`config.mk`:
```
export PLATFORM = sky130hd
export DESIGN_NAME = fqm_ctrl
export DESIGN_NICKNAME = d
export VERILOG_FILES = /design/src/cfg_shift.v /design/src/fqm_ctrl.v
export VERILOG_INCLUDE_DIRS = /design/src
export SDC_FILE = /design/constraint.sdc
export NUM_CORES = 1
export LEC_CHECK = 0
export BUFFER_PORTS_ARGS = -buffer_cell sky130_fd_sc_hd__buf_2
export CORE_ASPECT_RATIO = 0.8
export CORE_MARGIN = 1.5
export CORE_UTILIZATION = 59
export DETAILED_ROUTE_END_ITERATION = 6
export PLACE_DENSITY = 0.9
export SETUP_SLACK_MARGIN = 0.1
export SLEW_MARGIN = 5
export SYNTH_ARGS = -nofsm -noshare
export SYNTH_HDL_FRONTEND = slang
export SYNTH_SLANG_ARGS = --single-unit
export TNS_END_PERCENT = 1
```
`constraint.sdc`:
```
create_clock -name hclk -period 4 [get_ports hclk]
set_input_delay 0.4 -clock hclk [delete_from_list [all_inputs] [get_ports hclk]]
set_output_delay 0.4 -clock hclk [all_outputs]
set_load 0.1 [all_outputs]
```
`src/fqm_consts.vh`:
```
// Purpose: Shared constants for the multi-queue FIFO control front end.
// Assumes: Included by bare name from every design file.
// Notes: Offsets are AHB byte addresses of aligned 32-bit words.
`ifndef FQM_CONSTS_VH
`define FQM_CONSTS_VH

// ==========================================================
// Geometry
`define QUEUE_N 8
`define QIDX_W 3
`define PTR_W 4
`define DATA_W 36
`define MEM_ADDR_W 7
`define CFG_W 32
`define CFG_DEFAULT 32'h00040004

// ==========================================================
// Register map
`define REG_ADDR_W 8
`define REG_STATUS 8'h00
`define REG_CONFIG 8'h04
`define REG_CONTROL 8'h08
`define REG_MARKS 8'h0C
`define CTRL_CLEAR 0
`define CTRL_FREEZE 1

// ==========================================================
// AHB-Lite encodings
`define HTRANS_ACTIVE 1
`define HRESP_OKAY 1'h0

`endif

```
`src/cfg_shift.v`:
```
// Purpose: Serial loader for the configuration (offset) registers.
// Assumes: serial_clk and serial_in are synchronous to hclk.
// Notes: Bits shift in most significant first on each rising serial_clk.
`timescale 1ns/1ps
`include "fqm_consts.vh"

module cfg_shift (
   // Clock and reset
   input wire hclk,
   input wire hresetn,
   input wire clear,
   // Serial load pins
   input wire serial_load_enable,
   input wire serial_clk,
   input wire serial_in,
   // Configuration contents
   output reg [`CFG_W-1:0] cfg_r
);

   // ==========================================================
   // Edge detection of the sampled serial clock
   reg serial_clk_d_r;
   wire serial_rise;

   assign serial_rise = serial_clk & ~serial_clk_d_r;

   always @(posedge hclk or negedge hresetn) begin
      if (!hresetn) begin
         serial_clk_d_r <= 1'b0;
         cfg_r <= `CFG_DEFAULT;
      end else begin
         serial_clk_d_r <= serial_clk;
         if (clear) begin
            cfg_r <= `CFG_DEFAULT;
         end else if (serial_rise && serial_load_enable) begin
            cfg_r <= {cfg_r[`CFG_W-2:0], serial_in};
         end
      end
   end

endmodule // cfg_shift

```
`src/fqm_ctrl.v`:
```
// Purpose: Control front end of a multi-queue FIFO with mark, rewind and mailbox.
// Assumes: All pins are synchronous to hclk; the memory array sits outside
//    and returns mem_rdata in the same cycle as mem_raddr.
// Notes: Registers are reached over AHB-Lite with zero wait states.
//
// What this block does
// - Mark pin stores the selected read queue's present read pointer.
// - A retransmit returns the read pointer to the latest mark.
// - Mailbox select steers writes and reads to the mailbox register.
// - Three-bit write queue index picks which of eight queues is written.
// - Three-bit read queue index picks which of eight queues is read.
// - Configuration changes only while serial load enable is active, or on a clear.
// - Serial input is taken as configuration only while loading is enabled.
// - Each serial clock rise with enable shifts one bit into the offsets.
// - Rewind reloads read pointer with mark; later reads replay up to write pointer.
// - Master clear zeroes pointers and output register, restores the default configuration and sets every empty flag.
`timescale 1ns/1ps
`include "fqm_consts.vh"

module fqm_ctrl (
   // Clock and reset
   input wire hclk,
   input wire hresetn,
   // AHB-Lite slave
   input wire hsel,
   input wire [31:0] haddr,
   input wire [1:0] htrans,
   input wire hwrite,
   input wire [2:0] hsize,
   input wire [31:0] hwdata,
   input wire hready,
   output wire hreadyout,
   output wire hresp,
   output reg [31:0] hrdata,
   // Control pins
   input wire master_clear,
   input wire mailbox_select,
   input wire [`QIDX_W-1:0] write_queue_index,
   input wire [`QIDX_W-1:0] read_queue_index,
   input wire mark,
   input wire rewind_pulse,
   // Serial configuration pins
   input wire serial_load_enable,
   input wire serial_clk,
   input wire serial_in,
   // Host write port
   input wire wr_en,
   input wire [`DATA_W-1:0] wr_data,
   // Host read port
   input wire rd_en,
   output reg [`DATA_W-1:0] rd_data,
   output reg rd_valid,
   // Memory array port
   output wire mem_we,
   output wire [`MEM_ADDR_W-1:0] mem_waddr,
   output wire [`DATA_W-1:0] mem_wdata,
   output wire mem_re,
   output wire [`MEM_ADDR_W-1:0] mem_raddr,
   input wire [`DATA_W-1:0] mem_rdata,
   // Status
   output wire [`QUEUE_N-1:0] empty_flags,
   output wire [`QUEUE_N-1:0] full_flags,
   output wire [`CFG_W-1:0] cfg_out
);

   // ==========================================================
   // Pointer helpers
   // Pointers carry one wrap bit above the address so full and empty differ.
   function is_empty;
      input [`PTR_W:0] wp;
      input [`PTR_W:0] rp;
      begin
         is_empty = (wp == rp);
      end
   endfunction

   function is_full;
      input [`PTR_W:0] wp;
      input [`PTR_W:0] rp;
      begin
         is_full = (wp[`PTR_W] != rp[`PTR_W]) &&
            (wp[`PTR_W-1:0] == rp[`PTR_W-1:0]);
      end
   endfunction

   // ==========================================================
   // State
   reg [`PTR_W:0] wptr_r [0:`QUEUE_N-1];
   reg [`PTR_W:0] rptr_r [0:`QUEUE_N-1];
   reg [`PTR_W:0] mark_r [0:`QUEUE_N-1];
   reg [`DATA_W-1:0] mailbox_r;
   reg freeze_r;
   reg soft_clear_r;
   reg wr_pend_r;
   reg [`REG_ADDR_W-1:0] waddr_r;
   wire clear;
   wire wr_go;
   wire rd_go;
   wire wr_ok;
   wire rd_ok;
   wire [`PTR_W:0] wq_wptr;
   wire [`PTR_W:0] wq_rptr;
   wire [`PTR_W:0] rq_wptr;
   wire [`PTR_W:0] rq_rptr;
   wire [`CFG_W-1:0] cfg_r;
   integer q;

   assign clear = master_clear | soft_clear_r;

   // ==========================================================
   // Queue selection
   assign wq_wptr = wptr_r[write_queue_index];
   assign wq_rptr = rptr_r[write_queue_index];
   assign rq_wptr = wptr_r[read_queue_index];
   assign rq_rptr = rptr_r[read_queue_index];

   assign wr_go = wr_en & ~freeze_r & ~clear;
   assign rd_go = rd_en & ~freeze_r & ~clear & ~rewind_pulse;
   // Reads stall on an empty queue, which also ends a replay at the write pointer.
   assign wr_ok = wr_go & ~mailbox_select & ~is_full(wq_wptr, wq_rptr);
   assign rd_ok = rd_go & ~mailbox_select & ~is_empty(rq_wptr, rq_rptr);

   assign mem_we = wr_ok;
   assign mem_waddr = {write_queue_index, wq_wptr[`PTR_W-1:0]};
   assign mem_wdata = wr_data;
   assign mem_re = rd_ok;
   assign mem_raddr = {read_queue_index, rq_rptr[`PTR_W-1:0]};

   genvar g;
   generate
      for (g = 0; g < `QUEUE_N; g = g + 1) begin : g_flag
         assign empty_flags[g] = is_empty(wptr_r[g], rptr_r[g]);
         assign full_flags[g] = is_full(wptr_r[g], rptr_r[g]);
      end
   endgenerate

   // ==========================================================
   // Pointers, mark and rewind
   always @(posedge hclk or negedge hresetn) begin
      if (!hresetn) begin
         for (q = 0; q < `QUEUE_N; q = q + 1) begin
            wptr_r[q] <= {(`PTR_W+1){1'b0}};
            rptr_r[q] <= {(`PTR_W+1){1'b0}};
            mark_r[q] <= {(`PTR_W+1){1'b0}};
         end
      end else if (clear) begin
         for (q = 0; q < `QUEUE_N; q = q + 1) begin
            wptr_r[q] <= {(`PTR_W+1){1'b0}};
            rptr_r[q] <= {(`PTR_W+1){1'b0}};
            mark_r[q] <= {(`PTR_W+1){1'b0}};
         end
      end else begin
         if (wr_ok) begin
            wptr_r[write_queue_index] <= wq_wptr + 1'b1;
         end
         // A mark taken with a read in the same cycle keeps the pre-read position.
         if (mark) begin
            mark_r[read_queue_index] <= rq_rptr;
         end
         if (rewind_pulse) begin
            rptr_r[read_queue_index] <= mark_r[read_queue_index];
         end else if (rd_ok) begin
            rptr_r[read_queue_index] <= rq_rptr + 1'b1;
         end
      end
   end

   // ==========================================================
   // Mailbox and output register
   always @(posedge hclk or negedge hresetn) begin
      if (!hresetn) begin
         mailbox_r <= {`DATA_W{1'b0}};
         rd_data <= {`DATA_W{1'b0}};
         rd_valid <= 1'b0;
      end else if (clear) begin
         mailbox_r <= {`DATA_W{1'b0}};
         rd_data <= {`DATA_W{1'b0}};
         rd_valid <= 1'b0;
      end else begin
         if (wr_go && mailbox_select) begin
            mailbox_r <= wr_data;
         end
         rd_valid <= 1'b0;
         if (rd_go && mailbox_select) begin
            rd_data <= mailbox_r;
            rd_valid <= 1'b1;
         end else if (rd_ok) begin
            rd_data <= mem_rdata;
            rd_valid <= 1'b1;
         end
      end
   end

   // ==========================================================
   // Serial configuration loader
   cfg_shift u_cfg (
      .hclk(hclk),
      .hresetn(hresetn),
      .clear(clear),
      .serial_load_enable(serial_load_enable),
      .serial_clk(serial_clk),
      .serial_in(serial_in),
      .cfg_r(cfg_r)
   );

   assign cfg_out = cfg_r;

   // ==========================================================
   // AHB-Lite register slave
   // Zero wait states; read data is captured at the address phase, so a
   // status read shows the state one edge before the data phase.
   wire addr_phase;
   reg [31:0] rd_mux;

   assign addr_phase = hsel & hready & htrans[`HTRANS_ACTIVE];
   assign hreadyout = 1'b1;
   assign hresp = `HRESP_OKAY;

   always @* begin
      rd_mux = 32'h00000000;
      case (haddr[`REG_ADDR_W-1:0])
         `REG_STATUS: rd_mux = {16'h0000, full_flags, empty_flags};
         `REG_CONFIG: rd_mux = cfg_r;
         `REG_CONTROL: rd_mux = {30'h00000000, freeze_r, 1'b0};
         `REG_MARKS: rd_mux = {22'h000000, mark_r[read_queue_index],
            rq_rptr};
         default: rd_mux = 32'h00000000;
      endcase
   end

   always @(posedge hclk or negedge hresetn) begin
      if (!hresetn) begin
         hrdata <= 32'h00000000;
         wr_pend_r <= 1'b0;
         waddr_r <= {`REG_ADDR_W{1'b0}};
         freeze_r <= 1'b0;
         soft_clear_r <= 1'b0;
      end else begin
         soft_clear_r <= 1'b0;
         if (wr_pend_r && waddr_r == `REG_CONTROL) begin
            freeze_r <= hwdata[`CTRL_FREEZE];
            soft_clear_r <= hwdata[`CTRL_CLEAR];
         end
         if (hready) begin
            wr_pend_r <= addr_phase & hwrite;
            waddr_r <= haddr[`REG_ADDR_W-1:0];
            if (addr_phase && !hwrite) begin
               hrdata <= rd_mux;
            end
         end
      end
   end

endmodule // fqm_ctrl

```
==> results by group, run 1 <==
Run status
  – Outcome: finished, final reports clean

Drt
  – Initial drt markers: 1,532
  – Drt via density: 6.473
  – DR pass1 iterations: 6
  – Final WL: 43,060 um
  – Number of remaining DRC errors: 0
  – Wire per inst: 22.21 um
  – Via count: 12,551
  – Routed Antenna Nets: 0

Global routing
  – Vias in the first global route: 12,227
  – Largest net degree at the start of global routing: 108
  – Initial antenna violation count: 4
  – GR Overflow Total: 0
  – First-pass GRT wire length: 67,070 um
  – Gr usage total: 0.3457

STA
  – Setup-failing EPs final: 0
  – Fin Setup TNS: 0 ns
  – Post-layout min period: 3.598 ns
  – Max Clk Rate: 277.9 MHz
  – Clock Skews: 0.04576 ns
  – Slew @ Worst Pin: 0.9685 ns
  – RSZ-0062 raised after global routing: no
  – Max-slew violations: 0
  – Relative slew margins: 0.3519
  – Final hold vios: 0
  – Crit share post-route: 0.8996

Floorplan
  – Core area: 0.02333 mm^2
  – Die Height: 140.9 um
  – Site row count: 50
  – IO Pins: 332
  – Initial Util: 0.6010
  – Die Wd: 175.4 um
  – Die area: 0.02471 mm^2

CTS
  – Clock sinks: 269
  – Clock Latency Late Sink: 0.57 ns
  – Num CTS Buffers: 28
  – CTS tree: built
  – Setup bufs post-CTS: 0
  – CTS Hold Bufs: 2
  – CTS Root Cell: clkbuf_16
  – CTS Buffer Depth: 3
  – # H-tree levels: 1
  – Post-cts resize count: 0
  – Reg clk slew, reported paths: 0.07 ns

Final layout
  – # fillers: 1,633
  – Area growth, synth to finish: 16.93%
  – Layout cells sized above 1: 0.2707
  – Final core utilization: 0.7027
  – Non-filler instance count after layout: 1,939
  – Layout Nets: 1,763

Worst setup path
  – CP arrival: 3.20 ns
  – Worst EP required: 3.60 ns
  – Critical path class: in2out
  – Critical-path maximum fanout: 21
  – Crit. End Element: primary output
  – Startpoint types: primary input

Synth
  – Register bit total from synthesis: 269
  – XOR/XNOR Fraction of Synth Area: 0.03622
  – Synth top area share: 0.4764
  – Synth top cells by count: dfrtp_1 (267), nand2_1 (247), a21oi_1 (86), nor2_1 (77), clkbuf_1 (67)
  – Syn_area_per_cell: 9.967 um^2
  – Complex-gate fraction of the synthesized area: 0.1756
  – Seq/Total Area, Yosys: 0.4802
  – Cells after Synth: 1,407
  – Post-synth EDFFs: 0
  – Mux cell area share after synthesis: 0.09440
  – Largest family of logic cells by synthesized area: compound AO/OA/AOI/OAI gates
  – Synth warn: 0
  – Yosys cell types: 71
  – Count leader, synth: dfrtp_1
  – Synth Flop Type: dfrtp_1
  – Mapped Area: 0.01402 mm^2
  – Area leader, netlist: dfrtp_1
  – FFs w/ async S/R, synth: 1.000
  – Post-Synth Simple-Gate Area: 0.1473
  – Adder-Cell Fraction of Synth Area: 0.001784
  – Syn Nets: 1,570
  – Synth top area cells: dfrtp_1 (48%), nand2_1 (6.6%), mux2i_1 (4.4%), a22o_1 (3.6%), a21oi_1 (3.1%)

Power
  – Pwr per Cell Area: 412.6 mW/mm^2
  – Peak VDD IR: 0.3976 mV
  – P_leak: 0.008013 uW

Flow run
  – Max Cap Violations: 0

Place
  – # port buffers: 271
  – Final HPWL DP: 30,400 um
  – Cell Count Post-Placement: 1,880
  – Final Wtd Congestion: 0.9761

Min path
  – Min-delay worst type: in2reg
==> worst paths after layout <==
kind / start / endpoint / slack [ns] / cells after the start
worst max-delay path: read_queue_index[1] / mem_re / 0.40 / 9
worst min-delay path: hwdata[0] / soft_clear_r / 0.06 / 3
worst max register to register: wptr_r[14] / rptr_r[23] / 1.04 / 8
worst min register to register: hrdata[17] / hrdata[17] / 0.50 / 1
max in group asynchronous: hresetn / mark_r[1] / 2.50 / 3
min in group asynchronous: hresetn / wptr_r[14] / 0.43 / 2
==> final cells by class <==
class,instances,area (um^2),area share
Sequential cell,269,6734,0.4107
Multi-Input combinational cell,968,6420,0.3915
Timing Repair Buffer,313,1737,0.1059
Clock buffer,35,787.0,0.04799
Antenna cell,5,12.51,0.0007630
Tap cell,312,390.4,0.02381
Clock inverter,17,242.7,0.01480
Inverter,20,75.07,0.004578
==> state kept, by name (all words and copies together), names as in the netlist <==
name	cells
wptr_r	40
soft_clear_r	1
rd_valid	1
waddr_r	8
rptr_r	40
rd_data	36
hrdata	32
mailbox_r	36
mark_r	40
wr_pend_r	1
u_cfg.serial_clk_d_r	1
u_cfg.cfg_r	32
freeze_r	1
==> cells by family (layout without fill, tap and decap cells) <==
group / Yosys count / in the layout
AOI/OAI and AO/OA: 333 / 333
xor gates and xnor gates: 58 / 58
adders and majority gates: 2 / 2
buffers and inverters: 170 / 385
DFF: 269 / 269
muxes: 112 / 112
other: 2 / 7
and+or+nand+nor: 461 / 461
==> critical path, cell delays in order <==
cell	delay, ns
buf_2	0.26
nor2_1	0.81
a221oi_1	0.23
o22ai_1	0.26
xor2_1	0.30
o211ai_1	0.27
o21ai_4	0.29
inv_1	0.08
buf_2	0.29
==> report_power, final <==
group	switching, uW	leakage, uW	internal, uW
registers	46.3	0.00370	2790
clock network	1120	0.000508	1730
logic	860	0.00381	227
total	2020	0.00801	4740
==> through the flow <==
| step | power [uW] | hold slack [ns] | setup WS, ns | area (um^2) |
|---|---|---|---|---|
| floorplan | 3675 | 0.1044 | 0.3904 | 14020 |
| global placement | 3929 | 0.4305 | 0.5672 | 15340 |
| detailed placement | 3947 | 0.4348 | 0.4952 | 15340 |
| CTS | 6779 | 0.05733 | 0.4681 | 16390 |
| global route | 6958 | 0.07094 | 0.2844 | 16400 |
| finish | 6766 | 0.06029 | 0.4017 | 16400 |
==> layer usage <==
layer,global-route usage,wire length (um),up-vias
li1,-,-,5400
met3,0.1017,6129,150
met2,0.5376,19240,1040
met4,0.1444,1876,0
met1,0.4548,15810,5961
met5,0,0,-
==> cell usage in the layout (no fill, tap or decap), types with 5 or more instances in the layout <==
cell / synthesis / routed
diode_2: 0 / 5
inv_1: 17 / 17
a21oi_1: 86 / 86
nor2_1: 77 / 75
nand3b_1: 5 / 5
nor3_1: 18 / 18
a211oi_1: 42 / 42
buf_2: 24 / 270
nand4_1: 10 / 10
a22o_1: 58 / 58
nand3_1: 53 / 53
mux2i_1: 61 / 61
xor2_1: 16 / 16
dfrtp_1: 267 / 267
clkinv_2: 0 / 5
and2_1: 7 / 7
buf_4: 49 / 36
a221oi_1: 15 / 15
nand2_1: 247 / 247
mux2_2: 37 / 37
o2bb2ai_1: 30 / 30
bufinv_16: 0 / 5
and3_1: 11 / 11
o22ai_1: 45 / 45
clkbuf_8: 0 / 6
clkbuf_16: 0 / 28
xnor2_1: 42 / 42
nor2b_1: 12 / 12
a22oi_1: 11 / 11
a221o_1: 9 / 9
mux4_2: 12 / 12
Power figures use the tool's default switching activity.
==> run 2, diff against run 1 <==
- PLACE_DENSITY: 0.9 -> 0.89
- SYNTH_HIERARCHICAL: unset -> 1
==> run 2 against run 1 <==
  * Maximum frequency fell by 2.3%
  * Register-to-register slack got worse by 0.22 ns
  * First-iteration DRC count fell by 12%
==> results by group, run 2 <==
Run status
  – Outcome: finished, final reports clean

Global routing
  – Vias in the first global route: 11,774
  – First-pass GRT wire length: 65,620 um
  – Initial antenna violation count: 3
  – GR Overflow Total: 0
  – Gr usage total: 0.3319
  – Largest net degree at the start of global routing: 110

Final layout
  – Post-route cell area: 0.01658 mm^2
  – Register area: 0.006734 mm^2
  – Layout cells sized above 1: 0.2661
  – Area growth, synth to finish: 15.28%
  – # fillers: 1,688
  – Layout Nets: 1,744
  – Final core utilization: 0.7011
  – Commonest non-fill, non-tap cell in the layout: buf_2
  – Largest registers: mark_r (40), rptr_r (40), wptr_r (40)
  – Commonest cells after routing, fill and taps aside: buf_2 (270), dfrtp_1 (267), nand2_1 (195)
  – Multi-input gate area: 0.006746 mm^2

Synth
  – Area leader, netlist: dfrtp_1
  – Count leader, synth: dfrtp_1
  – Cells after Synth: 1,390
  – Synth warn: 6
  – Yosys cell types: 69
  – Mapped Area: 0.01438 mm^2
  – Synth top area cells: dfrtp_1 (46%), mux2i_1 (7.7%), nand2_1 (5.1%), xnor2_1 (2.9%), buf_4 (2.6%)
  – Syn Nets: 1,553
  – Synth top area share: 0.4645
  – FFs w/ async S/R, synth: 1.000
  – Synth Flop Type: dfrtp_1
  – Register bit total from synthesis: 269
  – Post-synth EDFFs: 0
  – Synth top cells by count: dfrtp_1 (267), nand2_1 (195), mux2i_1 (111), nor2_1 (91), clkbuf_1 (62)
  – Seq/Total Area, Yosys: 0.4682
  – Syn_area_per_cell: 10.35 um^2

CTS
  – Post-cts resize count: 0
  – Clock Latency Late Sink: 0.56 ns
  – Num CTS Buffers: 28
  – CTS Buffer Depth: 3
  – Reg clk slew, reported paths: 0.06 ns
  – # H-tree levels: 1
  – Clock sinks: 269
  – CTS Root Cell: clkbuf_16
  – CTS tree: built

STA
  – Max Clk Rate: 271.4 MHz
  – RSZ-0062 raised after global routing: no
  – Post-layout min period: 3.685 ns
  – Max-slew violations: 0
  – Relative slew margins: 0.2393
  – Crit share post-route: 0.9211
  – Slew @ Worst Pin: 1.141 ns
  – Final hold vios: 0
  – Fin Setup TNS: 0 ns
  – Final WS setup: 0.3155 ns
  – Setup-failing EPs final: 0
  – Clock Skews: 0.02260 ns

Worst setup path
  – Critical path's top delay family: buffers and inverters
  – CP bufs+invs: 4
  – Startpoint types: primary input
  – Worst EP required: 3.60 ns
  – CP peak stage delay: 0.59 ns
  – Worst-path cell chain: buf_2, buf_4, mux4_2, mux2i_4, xnor2_2, o31ai_4, inv_2, buf_2
  – Most common cell on crit path: buf_2
  – Critical path class: in2out
  – Critical-path maximum fanout: 34
  – Crit. End Element: primary output
  – Worst path slowest cell: mux4_2
  – CP arrival: 3.28 ns

Place
  – Final HPWL DP: 29,520 um
  – Dpl ws: 0.2385 ns
  – Final Wtd Congestion: 0.9746
  – DP Area: 0.01558 mm^2
  – # port buffers: 271

Drt
  – Number of remaining DRC errors: 0
  – Wire per inst: 22.19 um
  – Routed Antenna Nets: 0
  – Final WL: 42,520 um
  – Drt via density: 6.465
  – DR pass1 iterations: 6
  – Via count: 12,387
  – Initial drt markers: 1,351

Min path
  – Min-delay worst type: in2reg

Floorplan
  – Core area: 0.02365 mm^2
  – IO Pins: 332
  – Initial Util: 0.6082
  – Die area: 0.02533 mm^2
  – Die Wd: 177.6 um
  – Site row count: 50
  – Die Height: 142.7 um

Power
  – Flop pwr share: 0.419
  – Peak VDD IR: 0.3166 mV
  – Comb pwr share: 0.174
  – P_leak: 0.007817 uW
  – Internal: 4735 uW
  – Clock power share: 0.407
  – Net Sw Frac: 0.3034
  – Pwr per Cell Area: 410.0 mW/mm^2
  – Psw: 2062 uW

Flow run
  – Max Cap Violations: 0
## run 2: tightest hold or removal path: stages
cell,delay (ns)
buf_2,0.09
inv_1,0.05
nor2_1,0.04
## run 2: final timing paths
path,depth (start not counted),end,from,slack [ns]
max in group asynchronous,3,u_cfg/cfg_r[18],hresetn,2.48
worst min register to register,1,hrdata[22],hrdata[22],0.50
worst max register to register,7,rptr_r[4],rptr_r[24],0.82
min in group asynchronous,2,u_cfg/cfg_r[12],hresetn,0.48
worst max-delay path,8,mem_re,read_queue_index[0],0.32
worst min-delay path,3,soft_clear_r,hwdata[0],0.06
## run 2: per-stage QoR
stage          std cells  hold slack (ns)  power (uW)
2_1_floorplan       1390           0.1044        3779
3_3_place_gp        1861           0.4819        4033
3_5_place_dp        1861           0.4880        4054
4_1_cts             1913          0.04970        6800
5_1_grt             1915          0.05244        6989
6_report            1916          0.06189        6797
## run 2: final cells by class
class | count | area share
inverters | 19 | 0.004302
well taps | 312 | 0.02355
clock inverters | 9 | 0.01094
multi-input cells | 957 | 0.4069
clock buffers | 41 | 0.04762
diodes | 3 | 0.0004528
repair buffers | 306 | 0.1001
flip-flops and latches | 269 | 0.4062
## run 2: what timing repair did
action,4_1_cts,5_1_grt
hold buffers,2,0
hold endpoints to repair,105,0
buffers inserted,0,0
## run 2: logic make-up (layout without fill, tap and decap cells)
kind of cell | after synthesis | in the layout | synth area share
AO/OA/AOI/OAI | 318 | 318 | 0.1597
XOR/XNOR | 58 | 58 | 0.03584
adder cells (fa/ha/maj) | 2 | 2 | 0.001740
buffers and inverters | 164 | 375 | 0.06403
flip-flops | 269 | 269 | 0.4682
multiplexers | 160 | 160 | 0.1341
other | 2 | 5 | 0.0005222
AND/OR/NAND/NOR | 417 | 417 | 0.1358
## run 2: power groups by stage
stage / registers [uW] / clock network [uW] / logic, uW
global route: 2850 / 2900 / 1230
CTS: 2840 / 2790 / 1170
global placement: 2890 / 0 / 1140
finish: 2850 / 2770 / 1180
floorplan: 3070 / 0 / 707
detailed placement: 2890 / 0 / 1160
## run 2: layer usage
metal | up-vias | global-route usage | part of all wire | routed length, um
met5 | - | 0 | 0 | 0
li1 | 5332 | - | - | -
met2 | 940 | 0.5317 | 0.46 | 19590
met4 | 0 | 0.1031 | 0.038 | 1602
met1 | 5978 | 0.4451 | 0.38 | 16070
met3 | 137 | 0.08546 | 0.12 | 5264
